**src/rtl/tlm_pkg.sv**
```systemverilog
// Constants for the temperature limit monitor register block
package tlm_pkg;
  // ==========================================================================
  // Register indices (byte address is four times the index)
  localparam logic [7:0] IDX_HOT_ALERT_EN  = 8'h66;
  localparam logic [7:0] IDX_SENSOR_TYPE   = 8'h6B;
  localparam logic [7:0] IDX_CH1_HYS       = 8'h6C;
  localparam logic [7:0] IDX_CH23_HYS      = 8'h6D;
  localparam logic [7:0] IDX_FAULT_STATUS  = 8'h6F;
  localparam logic [7:0] IDX_CH1_READING   = 8'h72;
  localparam logic [7:0] IDX_CH2_READING   = 8'h74;
  localparam logic [7:0] IDX_CH3_READING   = 8'h76;
  localparam logic [7:0] IDX_CH1_HOT_LIM   = 8'h82;
  localparam logic [7:0] IDX_CH1_HIGH_LIM  = 8'h83;
  localparam logic [7:0] IDX_CH2_HOT_LIM   = 8'h84;
  localparam logic [7:0] IDX_CH2_HIGH_LIM  = 8'h85;
  localparam logic [7:0] IDX_CH3_HOT_LIM   = 8'h86;
  localparam logic [7:0] IDX_CH3_HIGH_LIM  = 8'h87;
  localparam logic [7:0] IDX_FILTER_SEL    = 8'h8E;
  localparam logic [7:0] IDX_FAN_WAKE_EN   = 8'h90;
  localparam logic [7:0] IDX_FAN_STATUS    = 8'h91;
  localparam logic [7:0] IDX_IFACE_CTRL    = 8'hA0;
  localparam logic [7:0] IDX_IRQ_STATUS    = 8'hA1;
  localparam logic [7:0] IDX_IRQ_MASK      = 8'hA2;

  // ==========================================================================
  // Field positions
  localparam int HOT_EN_LSB   = 1;
  localparam int ALERT_EN_LSB = 5;
  localparam int KIND_LSB     = 1;
  localparam int HYS_HI_LSB   = 4;
  localparam int FAULT_LSB    = 1;
  localparam int FILTER_LSB   = 2;
  localparam int SB_EN_BIT    = 0;
  localparam int DIG_EN_BIT   = 1;

  // ==========================================================================
  // Reset values
  localparam logic [2:0] HOT_EN_RST  = 3'h1;
  localparam logic [2:0] ALERT_EN_RST = 3'h0;
  localparam logic [2:0] KIND_RST    = 3'h7;
  localparam logic [3:0] CH1_HYS_RST = 4'h0;
  localparam logic [3:0] CH2_HYS_RST = 4'h4;
  localparam logic [3:0] CH3_HYS_RST = 4'h2;
  localparam logic [7:0] CH1_HOT_RST = 8'h64;
  localparam logic [7:0] CH1_HI_RST  = 8'h55;
  localparam logic [7:0] CH2_HOT_RST = 8'h64;
  localparam logic [7:0] CH2_HI_RST  = 8'h55;
  localparam logic [7:0] CH3_HOT_RST = 8'h55;
  localparam logic [7:0] CH3_HI_RST  = 8'h46;
  localparam logic [5:0] FILTER_RST  = 6'h00;
  localparam logic [2:0] FAN_EN_RST  = 3'h0;

  // Sensor kind codes
  localparam logic KIND_THERMISTOR = 1'b0;
  localparam logic KIND_DIODE      = 1'b1;
endpackage : tlm_pkg

```
**src/rtl/tlm_monitor.sv**
```systemverilog
// Temperature limit monitor: Wishbone register file, limits and fan events
// What this block does
// Writable over-temperature enables, channel 1 resets set
// Read-only alert enables in bits 5-7, zero
// Sensor kind bits; 1 diode, reset to 1
// Channel 1 hysteresis 0-15, release at limit-hys
// Channel 3/2 hysteresis, reset 2 and 4
// Read-only open flags for channels 3 and 2
// Channel 1 fault on open/short diode path
// Channel 1 fault on missing sideband acknowledge
// Channel 1 fault on digital interface error code
// Live readings at 72h, 74h, 76h
// Channel 1 over-temperature limit, reset 64h
// Channel 1 high limit, reset 55h, alert compare
// Channel 2 limits, reset 64h and 55h
// Channel 3 limits, reset 55h and 46h
// Two-bit filter depth per channel, reset 0
// Per-fan wake enables, reset 0
// Fan status sticky on overrun, write-1 clears
// Over-temperature set above limit, hysteresis release
// Wake output is OR of enabled fan status
`timescale 1ns/1ps
module tlm_monitor #(
  parameter int ADR_W = 10
) (
  input  wire logic             clk_i,
  input  wire logic             rst_i,
  input  wire logic             wb_cyc_i,
  input  wire logic             wb_stb_i,
  input  wire logic             wb_we_i,
  input  wire logic [ADR_W-1:0] wb_adr_i,
  input  wire logic [3:0]       wb_sel_i,
  input  wire logic [31:0]      wb_dat_i,
  output logic      [31:0]      wb_dat_o,
  output logic                  wb_ack_o,
  input  wire logic [2:0][7:0]  chan_reading_i,
  input  wire logic             chan1_diode_fault_i,
  input  wire logic             chan1_ack_missing_i,
  input  wire logic             chan1_error_code_i,
  input  wire logic             chan2_open_i,
  input  wire logic             chan3_open_i,
  input  wire logic [2:0]       fan_overrun_i,
  output logic      [2:0]       overtemp_o,
  output logic      [2:0]       alert_o,
  output logic                  overtemp_shutdown_o,
  output logic                  fan_wake_o,
  output logic                  irq_o
);

  // ==========================================================================
  // State
  localparam int SYNC_W = 32;

  typedef struct packed {
    logic [SYNC_W-1:0] sync1;
    logic [SYNC_W-1:0] sync2;
    logic [31:0]       dat;
    logic              ack;
    logic [2:0]        hot_en;
    logic [2:0]        kind;
    logic [2:0][3:0]   hys;
    logic [2:0][7:0]   hot_lim;
    logic [2:0][7:0]   hi_lim;
    logic [5:0]        filter;
    logic [2:0]        fan_en;
    logic [2:0]        fan_sts;
    logic [1:0]        iface;
    logic [5:0]        irq_sts;
    logic [5:0]        irq_mask;
    logic [2:0]        hot;
    logic [2:0]        alert;
    logic              shutdown;
    logic              wake;
    logic              irq;
  } tlm_state_t;

  tlm_state_t state_reg;
  tlm_state_t state_next;

  // Limit tracker with hysteresis; sum is 9 bits so reading+hys never wraps
  function automatic logic limit_track(input logic       active,
                                       input logic [7:0] reading,
                                       input logic [7:0] limit,
                                       input logic [3:0] hys);
    logic [8:0] sum;
    sum = {1'b0, reading} + {5'h00, hys};
    if (reading > limit) begin
      limit_track = 1'b1;
    end else if (sum <= {1'b0, limit}) begin
      limit_track = 1'b0;
    end else begin
      limit_track = active;
    end
  endfunction

  // ==========================================================================
  // Synchronised pin inputs (read only from sync2)
  logic [2:0][7:0] reading;
  logic            s_diode_fault;
  logic            s_ack_missing;
  logic            s_error_code;
  logic            s_open2;
  logic            s_open3;
  logic [2:0]      s_fan_overrun;
  logic            ch1_fault;
  logic [7:0]      idx;
  logic            bus_req;
  logic            wr;
  logic [7:0]      wbyte;
  logic [7:0]      rbyte;
  logic [5:0]      irq_event;

  // Multi-bit readings change slowly; a torn sample lasts one cycle only
  assign reading       = state_reg.sync2[23:0];
  assign s_diode_fault = state_reg.sync2[24];
  assign s_ack_missing = state_reg.sync2[25];
  assign s_error_code  = state_reg.sync2[26];
  assign s_open2       = state_reg.sync2[27];
  assign s_open3       = state_reg.sync2[28];
  assign s_fan_overrun = state_reg.sync2[31:29];

  assign idx     = wb_adr_i[9:2];
  assign bus_req = wb_cyc_i & wb_stb_i & ~state_reg.ack;
  assign wr      = bus_req & wb_we_i & wb_sel_i[0];
  assign wbyte   = wb_dat_i[7:0];

  // Channel 1 abnormality from whichever path is active
  assign ch1_fault =
    (state_reg.kind[0] == tlm_pkg::KIND_DIODE && s_diode_fault) |
    (state_reg.iface[tlm_pkg::SB_EN_BIT] && s_ack_missing) |
    (state_reg.iface[tlm_pkg::DIG_EN_BIT] && s_error_code);

  // ==========================================================================
  // Read multiplexer
  always_comb begin
    rbyte = 8'h00;
    unique case (idx)
      tlm_pkg::IDX_HOT_ALERT_EN: begin
        rbyte = (8'(state_reg.hot_en) << tlm_pkg::HOT_EN_LSB)
              | (8'(tlm_pkg::ALERT_EN_RST) << tlm_pkg::ALERT_EN_LSB);
      end
      tlm_pkg::IDX_SENSOR_TYPE:
        rbyte = 8'(state_reg.kind) << tlm_pkg::KIND_LSB;
      tlm_pkg::IDX_CH1_HYS:
        rbyte = 8'(state_reg.hys[0]) << tlm_pkg::HYS_HI_LSB;
      tlm_pkg::IDX_CH23_HYS: begin
        rbyte = (8'(state_reg.hys[2]) << tlm_pkg::HYS_HI_LSB)
              | 8'(state_reg.hys[1]);
      end
      tlm_pkg::IDX_FAULT_STATUS:
        rbyte = 8'({s_open3, s_open2, ch1_fault})
                << tlm_pkg::FAULT_LSB;
      tlm_pkg::IDX_CH1_READING:  rbyte = reading[0];
      tlm_pkg::IDX_CH2_READING:  rbyte = reading[1];
      tlm_pkg::IDX_CH3_READING:  rbyte = reading[2];
      tlm_pkg::IDX_CH1_HOT_LIM:  rbyte = state_reg.hot_lim[0];
      tlm_pkg::IDX_CH1_HIGH_LIM: rbyte = state_reg.hi_lim[0];
      tlm_pkg::IDX_CH2_HOT_LIM:  rbyte = state_reg.hot_lim[1];
      tlm_pkg::IDX_CH2_HIGH_LIM: rbyte = state_reg.hi_lim[1];
      tlm_pkg::IDX_CH3_HOT_LIM:  rbyte = state_reg.hot_lim[2];
      tlm_pkg::IDX_CH3_HIGH_LIM: rbyte = state_reg.hi_lim[2];
      tlm_pkg::IDX_FILTER_SEL:
        rbyte = 8'(state_reg.filter) << tlm_pkg::FILTER_LSB;
      tlm_pkg::IDX_FAN_WAKE_EN:  rbyte = 8'(state_reg.fan_en);
      tlm_pkg::IDX_FAN_STATUS:   rbyte = 8'(state_reg.fan_sts);
      tlm_pkg::IDX_IFACE_CTRL:   rbyte = 8'(state_reg.iface);
      tlm_pkg::IDX_IRQ_STATUS:   rbyte = 8'(state_reg.irq_sts);
      tlm_pkg::IDX_IRQ_MASK:     rbyte = 8'(state_reg.irq_mask);
      default:                   rbyte = 8'h00;
    endcase
  end

  // ==========================================================================
  // Next state
  always_comb begin
    state_next = state_reg;
    state_next.sync1 = {fan_overrun_i, chan3_open_i, chan2_open_i,
                        chan1_error_code_i, chan1_ack_missing_i,
                        chan1_diode_fault_i, chan_reading_i};
    state_next.sync2 = state_reg.sync1;

    // Single-cycle ack; ack drops the cycle after it was given
    state_next.ack = bus_req;
    state_next.dat = bus_req ? {24'h00_0000, rbyte} : 32'h0000_0000;

    // Register writes
    if (wr) begin
      unique case (idx)
        tlm_pkg::IDX_HOT_ALERT_EN:
          state_next.hot_en = wbyte[tlm_pkg::HOT_EN_LSB +: 3];
        tlm_pkg::IDX_SENSOR_TYPE:
          state_next.kind = wbyte[tlm_pkg::KIND_LSB +: 3];
        tlm_pkg::IDX_CH1_HYS:
          state_next.hys[0] = wbyte[tlm_pkg::HYS_HI_LSB +: 4];
        tlm_pkg::IDX_CH23_HYS: begin
          state_next.hys[2] = wbyte[tlm_pkg::HYS_HI_LSB +: 4];
          state_next.hys[1] = wbyte[3:0];
        end
        tlm_pkg::IDX_CH1_HOT_LIM:  state_next.hot_lim[0] = wbyte;
        tlm_pkg::IDX_CH1_HIGH_LIM: state_next.hi_lim[0]  = wbyte;
        tlm_pkg::IDX_CH2_HOT_LIM:  state_next.hot_lim[1] = wbyte;
        tlm_pkg::IDX_CH2_HIGH_LIM: state_next.hi_lim[1]  = wbyte;
        tlm_pkg::IDX_CH3_HOT_LIM:  state_next.hot_lim[2] = wbyte;
        tlm_pkg::IDX_CH3_HIGH_LIM: state_next.hi_lim[2]  = wbyte;
        tlm_pkg::IDX_FILTER_SEL:
          state_next.filter = wbyte[tlm_pkg::FILTER_LSB +: 6];
        tlm_pkg::IDX_FAN_WAKE_EN:  state_next.fan_en = wbyte[2:0];
        tlm_pkg::IDX_FAN_STATUS:
          state_next.fan_sts = state_reg.fan_sts & ~wbyte[2:0];
        tlm_pkg::IDX_IFACE_CTRL:   state_next.iface = wbyte[1:0];
        tlm_pkg::IDX_IRQ_STATUS:
          state_next.irq_sts = state_reg.irq_sts & ~wbyte[5:0];
        tlm_pkg::IDX_IRQ_MASK:     state_next.irq_mask = wbyte[5:0];
        default: ;
      endcase
    end

    // Fan overrun sets after any clear so a same-cycle event is kept
    state_next.fan_sts = state_next.fan_sts | s_fan_overrun;

    // Limit trackers; channels with hot_en clear drop only their over-temperature indication
    for (int c = 0; c < 3; c++) begin
      state_next.hot[c] = state_reg.hot_en[c] &
        limit_track(state_reg.hot[c], reading[c],
                    state_reg.hot_lim[c], state_reg.hys[c]);
      state_next.alert[c] = limit_track(state_reg.alert[c],
        reading[c], state_reg.hi_lim[c], state_reg.hys[c]);
    end

    // Rising edges of either indication are interrupt events
    irq_event = {state_next.alert & ~state_reg.alert,
                 state_next.hot & ~state_reg.hot};
    state_next.irq_sts = state_next.irq_sts | irq_event;
    state_next.irq = |(state_next.irq_sts & state_next.irq_mask);
    state_next.shutdown = |state_next.hot;
    state_next.wake = |(state_next.fan_sts & state_next.fan_en);
  end

  // ==========================================================================
  // Registers
  always_ff @(posedge clk_i) begin
    if (rst_i) begin
      state_reg          <= '0;
      state_reg.hot_en   <= tlm_pkg::HOT_EN_RST;
      state_reg.kind     <= tlm_pkg::KIND_RST;
      state_reg.hys[0]   <= tlm_pkg::CH1_HYS_RST;
      state_reg.hys[1]   <= tlm_pkg::CH2_HYS_RST;
      state_reg.hys[2]   <= tlm_pkg::CH3_HYS_RST;
      state_reg.hot_lim[0] <= tlm_pkg::CH1_HOT_RST;
      state_reg.hi_lim[0]  <= tlm_pkg::CH1_HI_RST;
      state_reg.hot_lim[1] <= tlm_pkg::CH2_HOT_RST;
      state_reg.hi_lim[1]  <= tlm_pkg::CH2_HI_RST;
      state_reg.hot_lim[2] <= tlm_pkg::CH3_HOT_RST;
      state_reg.hi_lim[2]  <= tlm_pkg::CH3_HI_RST;
      state_reg.filter   <= tlm_pkg::FILTER_RST;
      state_reg.fan_en   <= tlm_pkg::FAN_EN_RST;
    end else begin
      state_reg <= state_next;
    end
  end

  assign wb_dat_o            = state_reg.dat;
  assign wb_ack_o            = state_reg.ack;
  assign overtemp_o          = state_reg.hot;
  assign alert_o             = state_reg.alert;
  assign overtemp_shutdown_o = state_reg.shutdown;
  assign fan_wake_o          = state_reg.wake;
  assign irq_o               = state_reg.irq;

  // ==========================================================================
  // Checks
  property p_hot_set;
    @(posedge clk_i) disable iff (rst_i)
      (state_reg.hot_en[0] && reading[0] > state_reg.hot_lim[0])
      |=> overtemp_o[0];
  endproperty
  a_hot_set: assert property (p_hot_set)
    else $error("over-temperature not raised above limit");

  property p_hot_release;
    @(posedge clk_i) disable iff (rst_i)
      ({1'b0, reading[1]} + {5'h00, state_reg.hys[1]}
        <= {1'b0, state_reg.hot_lim[1]}) |=> !overtemp_o[1];
  endproperty
  a_hot_release: assert property (p_hot_release)
    else $error("over-temperature held below release point");

  property p_hot_disabled;
    @(posedge clk_i) disable iff (rst_i)
      !state_reg.hot_en[2] |=> !overtemp_o[2];
  endproperty
  a_hot_disabled: assert property (p_hot_disabled)
    else $error("disabled channel shows over-temperature");

  property p_alert_set;
    @(posedge clk_i) disable iff (rst_i)
      (reading[0] > state_reg.hi_lim[0]) |=> alert_o[0];
  endproperty
  a_alert_set: assert property (p_alert_set)
    else $error("alert not raised above high limit");

  property p_alert_hold;
    @(posedge clk_i) disable iff (rst_i)
      (alert_o[0] && reading[0] <= state_reg.hi_lim[0] &&
       {1'b0, reading[0]} + {5'h00, state_reg.hys[0]}
        > {1'b0, state_reg.hi_lim[0]}) |=> alert_o[0];
  endproperty
  a_alert_hold: assert property (p_alert_hold)
    else $error("alert released inside hysteresis band");

  property p_fan_sticky;
    @(posedge clk_i) disable iff (rst_i)
      (s_fan_overrun != 3'h0)
      |=> (state_reg.fan_sts & $past(s_fan_overrun)) == $past(s_fan_overrun);
  endproperty
  a_fan_sticky: assert property (p_fan_sticky)
    else $error("fan status lost an overrun");

  property p_fan_hold;
    @(posedge clk_i) disable iff (rst_i)
      (state_reg.fan_sts[1] && !(wr && idx == tlm_pkg::IDX_FAN_STATUS))
      |=> state_reg.fan_sts[1];
  endproperty
  a_fan_hold: assert property (p_fan_hold)
    else $error("fan status cleared without a write");

  property p_wake;
    @(posedge clk_i) disable iff (rst_i)
      fan_wake_o == |(state_reg.fan_sts & state_reg.fan_en);
  endproperty
  a_wake: assert property (p_wake)
    else $error("wake output disagrees with enabled status");

  property p_ack_one;
    @(posedge clk_i) disable iff (rst_i)
      wb_ack_o |=> !wb_ack_o;
  endproperty
  a_ack_one: assert property (p_ack_one)
    else $error("ack held for more than one cycle");

  property p_read_limit;
    @(posedge clk_i) disable iff (rst_i)
      (bus_req && !wb_we_i && idx == tlm_pkg::IDX_CH3_HOT_LIM)
      |=> wb_ack_o && wb_dat_o[7:0] == $past(state_reg.hot_lim[2]);
  endproperty
  a_read_limit: assert property (p_read_limit)
    else $error("limit read returned wrong value");

  property p_fault1;
    @(posedge clk_i) disable iff (rst_i)
      (bus_req && !wb_we_i && idx == tlm_pkg::IDX_FAULT_STATUS &&
       state_reg.kind[0] && s_diode_fault) |=> wb_dat_o[tlm_pkg::FAULT_LSB];
  endproperty
  a_fault1: assert property (p_fault1)
    else $error("channel 1 diode fault not reported");

  property p_open2;
    @(posedge clk_i) disable iff (rst_i)
      (bus_req && !wb_we_i && idx == tlm_pkg::IDX_FAULT_STATUS && s_open2)
      |=> wb_dat_o[tlm_pkg::FAULT_LSB + 1];
  endproperty
  a_open2: assert property (p_open2)
    else $error("channel 2 open diode not reported");

  property p_shutdown;
    @(posedge clk_i) disable iff (rst_i)
      overtemp_shutdown_o == |overtemp_o;
  endproperty
  a_shutdown: assert property (p_shutdown)
    else $error("shutdown disagrees with over-temperature levels");

  // Level output, so it must track the masked status in every cycle
  property p_irq_level;
    @(posedge clk_i) disable iff (rst_i)
      irq_o == |(state_reg.irq_sts & state_reg.irq_mask);
  endproperty
  a_irq_level: assert property (p_irq_level)
    else $error("interrupt level disagrees with masked status");

endmodule : tlm_monitor

```
**config.mk**
```make
export PLATFORM = sky130hd
export DESIGN_NAME = tlm_monitor
export DESIGN_NICKNAME = d
export VERILOG_FILES = /design/src/rtl/tlm_pkg.sv /design/src/rtl/tlm_monitor.sv
export SDC_FILE = /design/constraint.sdc
export NUM_CORES = 1
export LEC_CHECK = 0
export ABC_AREA = 0
export BUFFER_PORTS_ARGS = -buffer_cell sky130_fd_sc_hd__buf_2
export CORE_ASPECT_RATIO = 0.8
export CORE_MARGIN = 4
export CORE_UTILIZATION = 59
export DETAILED_ROUTE_END_ITERATION = 6
export GPL_TIMING_DRIVEN = 0
export PLACE_DENSITY = 0.83
export SLEW_MARGIN = 5
export SYNTH_ARGS = -nofsm -noshare
export SYNTH_HDL_FRONTEND = slang
export SYNTH_SLANG_ARGS = --single-unit
```
**constraint.sdc**
```tcl
create_clock -name clk_i -period 3.2 [get_ports clk_i]
set_input_delay 0.8 -clock clk_i [delete_from_list [all_inputs] [get_ports clk_i]]
set_output_delay 0.8 -clock clk_i [all_outputs]
set_load 0.03 [all_outputs]
```
Word-level counts from Yosys, hierarchy flattened
Index checks and enable logic that the tools add are counted.

word-level totals
  input port bits = 83
  word-level logic and storage cells = 124
  output and inout bits = 42
  register bits after elaboration = 198

cells by class
  multiplexer cells = 19
  reductions and logical operators = 19
  bitwise gates (word level) = 24
  equality and inequality tests = 20
  order comparisons = 12
  add/sub/neg operators = 3

operator list
  kind                                                 number
  case mux 8 bit (20 select lines)                     1
  equality test 8 bit, second input constant           12
  equality test 8 x 7 -> 1 bit, second input constant  8
  less-or-equal comparator 9 x 8 -> 1 bit              6
  > comparator 8 bit                                   6
  adder 8 x 4 -> 9 bit                                 3
  AND reduction 2 bit                                  12
  2-to-1 mux 20 bit                                    1
  bitwise AND 3 bit                                    4
  bitwise AND 6 bit                                    2
  2-to-1 mux 1 bit                                     12
  2-to-1 mux 6 bit                                     2
  NOT 3 bit                                            3
  bitwise OR 8 x 4 -> 8 bit                            1
  bitwise AND 1 bit                                    7
  2-to-1 mux 3 bit                                     2
  NOT 6 bit                                            1
  bitwise OR 6 bit                                     1
  OR reduction 3 bit                                   2
  OR reduction 6 bit                                   1
  logical AND 1 bit                                    3
  bitwise OR 3 bit                                     1
  2-to-1 mux 2 bit                                     1
  NOT 1 bit                                            2
  other kinds (2)                                      3

Longest topological paths before layout
  depth in word-level cells = 9
  mapped depth = 16
  gate-level depth less buffers = 16

Least setup slack after synthesis
OpenSTA, ideal clock, no wires.

  kind = input port to flip-flop
  start point = input wb_adr_i[7]
  end point = register state_reg[52] (netlist bit)
  cell stages on the path = 9
  library setup time = 0.120 ns
  required time = 3.080 ns
  buffers on the path = 4
  arrival time = 2.830 ns
  slack = 0.250 ns
  path through = buf_2 or4b_1 clkbuf_1 or2_1 buf_2 nor3_4 nand3_1 buf_2 a211o_1

between the ends
  word-level cells in the longest chain between the ends = 2

ends and longest elaborated chain
  what                                  line                source
  start, declared                       tlm_monitor.sv:31   input wire logic [ADR_W-1:0] wb_adr_i,
  equality test 8 bit                   tlm_monitor.sv:188  unique case (idx)
  AND reduction 2 bit (no source line)  -
  end signal, assigned                  tlm_monitor.sv:258  state_reg <= state_next;
  end, declared                         tlm_monitor.sv:77   tlm_state_t state_reg;

Every way passes these cells.
A chain may end at the register's enable or synchronous reset.

Worst setup path in the final report
  start point = register state_reg (netlist bit reading[16])
  end point = register state_reg (netlist bit overtemp_shutdown_o)

between the ends
  word-level cells in the longest chain between the ends = 6
  elaborated cells between the ends (all ways) = 7
  those cells by class = 1 x add/sub; 2 x order compare; 2 x mux; 1 x bitwise; 1 x reduce/logical

ends and longest elaborated chain
  what                                     line                source
  adder 8 x 4 -> 9 bit                     tlm_monitor.sv:86   sum = {1'b0, reading} + {5'h00, hys};
  less-or-equal comparator 9 x 8 -> 1 bit  tlm_monitor.sv:89   end else if (sum <= {1'b0, limit}) begin
  2-to-1 mux 1 bit                         tlm_monitor.sv:89
  2-to-1 mux 1 bit (*)                     tlm_monitor.sv:87   if (reading > limit) begin
  bitwise AND 1 bit (*)                    tlm_monitor.sv:223  state_next.hot[c] = state_reg.hot_en[c] &
  OR reduction 3 bit (*)                   tlm_monitor.sv:235  state_next.shutdown = |state_next.hot;

Every way passes the cells marked *; elsewhere a longest branch is shown, timed or not.

==> summary.md <==
* **number of top-level design ports** 125
* **endpoint required time on the critical path** 3.52 ns
* **number of violations of the max-capacitance limit** 0
* **total of fill cells in the finished design** 1273
* **number of clock buffers inserted by TritonCTS** 17
* **EDFF count, synth** 0
* **Finish-stage setup viols** 1
* **clock sinks** 174
* **CP Class** flip-flop to flip-flop
* **residual DRC count** 0
* **worst setup path end** overtemp_shutdown_o$_SDFF_PP0_
* **pre-CTS setup slack** -0.222 ns
* **sequential element share of the synthesized area** 0.354
* **Final Net Count** 1424
* **aggregate global-route resource usage** 0.344
* **failing checks** negative setup slack
* **iteration count of the initial detailed-routing pass** 7
* **final-report max-slew violation count** 0
* **worst voltage drop across the vdd grid** 0.578 mV
* **final routed wire length divided by cell count** 22.5 µm
* **worst r2r path cells** 15
* **IO buf count** 62
* **clock insertion delay at the later pin of the skew report** 0.44 ns
* **height of the chip** 124 µm
* **number of instances in the synthesized netlist** 1118
* **Remaining Overflow, GRT** 0
* **Rows** 41
* **global-route wire length before repair** 49000 µm
* **clock transition at the registers of the reported paths** 0.07 ns
* **initial antenna violation count** 1
* **post-detailed-routing wire length** 32800 µm
* **overall die width** 152 µm
* **via count** 9080
* **run status** complete, but fails checks
* **register-to-register setup slack** -0.05 ns
* **category of the worst setup path launch point** flip-flop
* **final cycle utilization of the critical path** 1.01
* **average via count per standard cell** 6.22
* **Crit. End Element** flip-flop
* **minimum clock period after layout** 3.25 ns
* **maximum number of pins on one net before global-route repair** 19
* **Setup Total Neg Slack** -0.0457 ns
* **TritonCTS clock tree** built
* **worst min-delay path class** flip-flop to flip-flop
* **Critical R2R Launch** reading[16]$_SDFF_PP0_
* **worst path setup slack after routing** -0.0457 ns
* **core area** 0.0161 mm²
* **number of DRC markers in iteration 0** 1267
* **share of post-route cells with drive strength above 1** 0.163
* **CP Max Fanout** 3
* **setup repair after global routing missed its margin** true
* **post-synthesis register bit count** 174
* **share of synthesized area spent on multiplexers** 0.0440
* **power per cell area** 428 mW/mm²
* **via count of the first global-routing pass** 8533
* **Mapped Avg Cell Area** 8.80 µm²
* **relative max-transition margin** 0.268
* **Peak Freq** 308 MHz
* **Antenna Violating Nets Remaining** 0
* **endpoint of the lowest-slack register-to-register path** overtemp_shutdown_o$_SDFF_PP0_
* **synthesized-area fraction occupied by ao, oa, aoi and oai cells** 0.165
* **Main synth FF type** dfxtp_1
* **adder and majority gate portion of the synthesized area** 0.143
* **xor/xnor cell area share of the yosys netlist** 0.0169
* **root buffer cell** clkbuf_16
* **Post-DP HPWL** 24700 µm
* **growth of design area from synthesis to finish** 15.1%
* **largest family of logic cells by synthesized area** simple AND/OR/NAND/NOR gates
* **worst hold path cell count** 1
* **starting utilization of the core area** 0.613
* **global placement routability congestion** 1.06
* **Final Hold Vio Count** 0
* **Cell Area, Synth** 0.00984 mm²
* **H-tree depth** 4
* **cell leakage power** 0.00491 µW
* **Setup Skew** 0.0113 ns
* **launch point of the worst path** reading[16]$_SDFF_PP0_
* **share of flip-flops with an asynchronous set or reset after synthesis** 0
* **data arrival at the endpoint of the critical path** 3.56 ns
* **actual slew at the worst max-slew pin** 1.09 ns
* **maximum buffer depth of the clock tree** 2
* **floorplan die area** 0.0188 mm²
* **count of distinct cell types in the synthesized netlist** 65
* **simple-gate share of the synthesized area** 0.198
* **Synth Warn #** 0
* **number of flip-flops in the largest register** 92
* **number of buffers inserted for hold repair after clock tree synthesis** 0
==> critical path: stages, from the launching register on <==
cell	delay [ns]
dfxtp_4	0.38
ha_1	0.17
inv_1	0.06
fa_2	0.35
nor2b_1	0.11
o21ai_0	0.08
nand2b_1	0.15
xor2_2	0.18
ha_1	0.26
o21ai_0	0.07
nor2_1	0.06
o41ai_1	0.32
a21oi_1	0.18
o21ai_2	0.20
a21oi_2	0.15
or3_1	0.39
==> metrics by stage <==
stage	cells	area, µm²	power [µW]	util	hold slack, ns
3_5_place_dp	1420	10500	2740	0.656	0.420
6_report	1459	11300	4850	0.705	0.436
3_3_place_gp	1418	10500	2730	0.654	0.417
5_1_grt	1458	11300	4960	0.705	0.448
2_1_floorplan	1141	9930	2580	-	0.414
4_1_cts	1456	11200	4810	0.700	0.438
==> synth_stat cells (all sizes together) (4+ instances only) <==
library cell	count	area (µm²)
a211o	23	201
a211oi	4	30.0
a21o	10	75.1
a21oi	80	400
a221oi	6	52.6
a222oi	12	120
a22o	4	35.0
a22oi	12	90.1
a31oi	9	56.3
and2	6	37.5
buf	54	365
clkbuf	36	135
dfxtp	174	3480
ha	108	1350
inv	72	270
mux2i	32	320
mux4	5	113
nand2	70	263
nand2b	19	119
nand3	28	140
nand3b	5	37.5
nand4	25	156
nor2	83	312
nor2b	88	551
nor3	17	96.4
nor4	9	75.1
o211ai	7	52.6
o21a	10	75.1
o21ai	35	175
o22ai	10	62.6
o31ai	4	30.0
xnor2	16	140
==> area by class of cell <==
| type | count | area (µm²) | share of cell area |
|---|---|---|---|
| multi-input cells | 805 | 5800 | 0.512 |
| plain buffers | 90 | 500 | 0.0442 |
| flip-flops and latches | 174 | 3510 | 0.310 |
| clock inverters | 13 | 161 | 0.0142 |
| diodes | 1 | 2.50 | 0.000221 |
| well taps | 215 | 269 | 0.0237 |
| inverters | 72 | 270 | 0.0239 |
| repair buffers | 70 | 370 | 0.0327 |
| clock buffers | 19 | 443 | 0.0391 |
==> worst min path at each step <==
| stage | start | to | slack [ns] |
|---|---|---|---|
| 2_1_floorplan | state_next[134]$_SDFF_PP0_ | reading[0]$_SDFF_PP0_ | 0.41 |
| 3_3_place_gp | state_next[156]$_SDFF_PP0_ | reading[22]$_SDFF_PP0_ | 0.42 |
| 3_5_place_dp | state_next[163]$_SDFF_PP0_ | s_fan_overrun[0]$_SDFF_PP0_ | 0.42 |
| 4_1_cts | state_next[146]$_SDFF_PP0_ | reading[12]$_SDFF_PP0_ | 0.44 |
| 5_1_grt | state_next[143]$_SDFF_PP0_ | reading[9]$_SDFF_PP0_ | 0.45 |
| 6_report | state_next[146]$_SDFF_PP0_ | reading[12]$_SDFF_PP0_ | 0.44 |
==> per-layer routing <==
layer	vias up	share of wire	GRT usage
li1	4137	-	-
met1	4194	0.40	0.471
met2	644	0.41	0.505
met3	105	0.14	0.104
met4	0	0.046	0.154
met5	-	0	0
==> cells in the final DEF, fill, tap and decap left out, drive strengths merged, types with 16 or more instances in the layout <==
cell type,instances
nand4,25
nand2b,19
ha,108
o21ai,35
xnor2,16
nor2,83
inv,80
nand3,28
dfxtp,174
nor3,17
nand2,70
buf,124
a211o,23
a21oi,80
nor2b,88
conb,24
clkbuf,55
mux2i,32
==> power breakdown <==
group,leakage (µW),total (µW),internal [µW],switching (µW)
logic,0.00319,461,169,291
clock network,0.000297,2140,1140,995
registers,0.00143,2250,2210,46.8
total,0.00491,4850,3520,1330
==> cell families (layout without fill, tap and decap cells) <==
family,after synthesis,count (layout)
compound gates,244,244
xor+xnor,19,19
fa+ha+maj,111,111
buf+inv,162,264
flops,174,174
mux,37,37
other cells,1,25
simple gates,370,370
==> repair_timing <==
| item | in CTS | in global routing |
|---|---|---|
| endpoints found under the hold margin | 0 | 0 |
| cloned | 0 | 0 |
| pin swaps | 10 | 7 |
| setup buffers | 4 | 2 |
| endpoints found under the setup margin | 1 | 4 |
| gates resized for setup | 22 | 22 |
(Power assumes the default switching activity.)
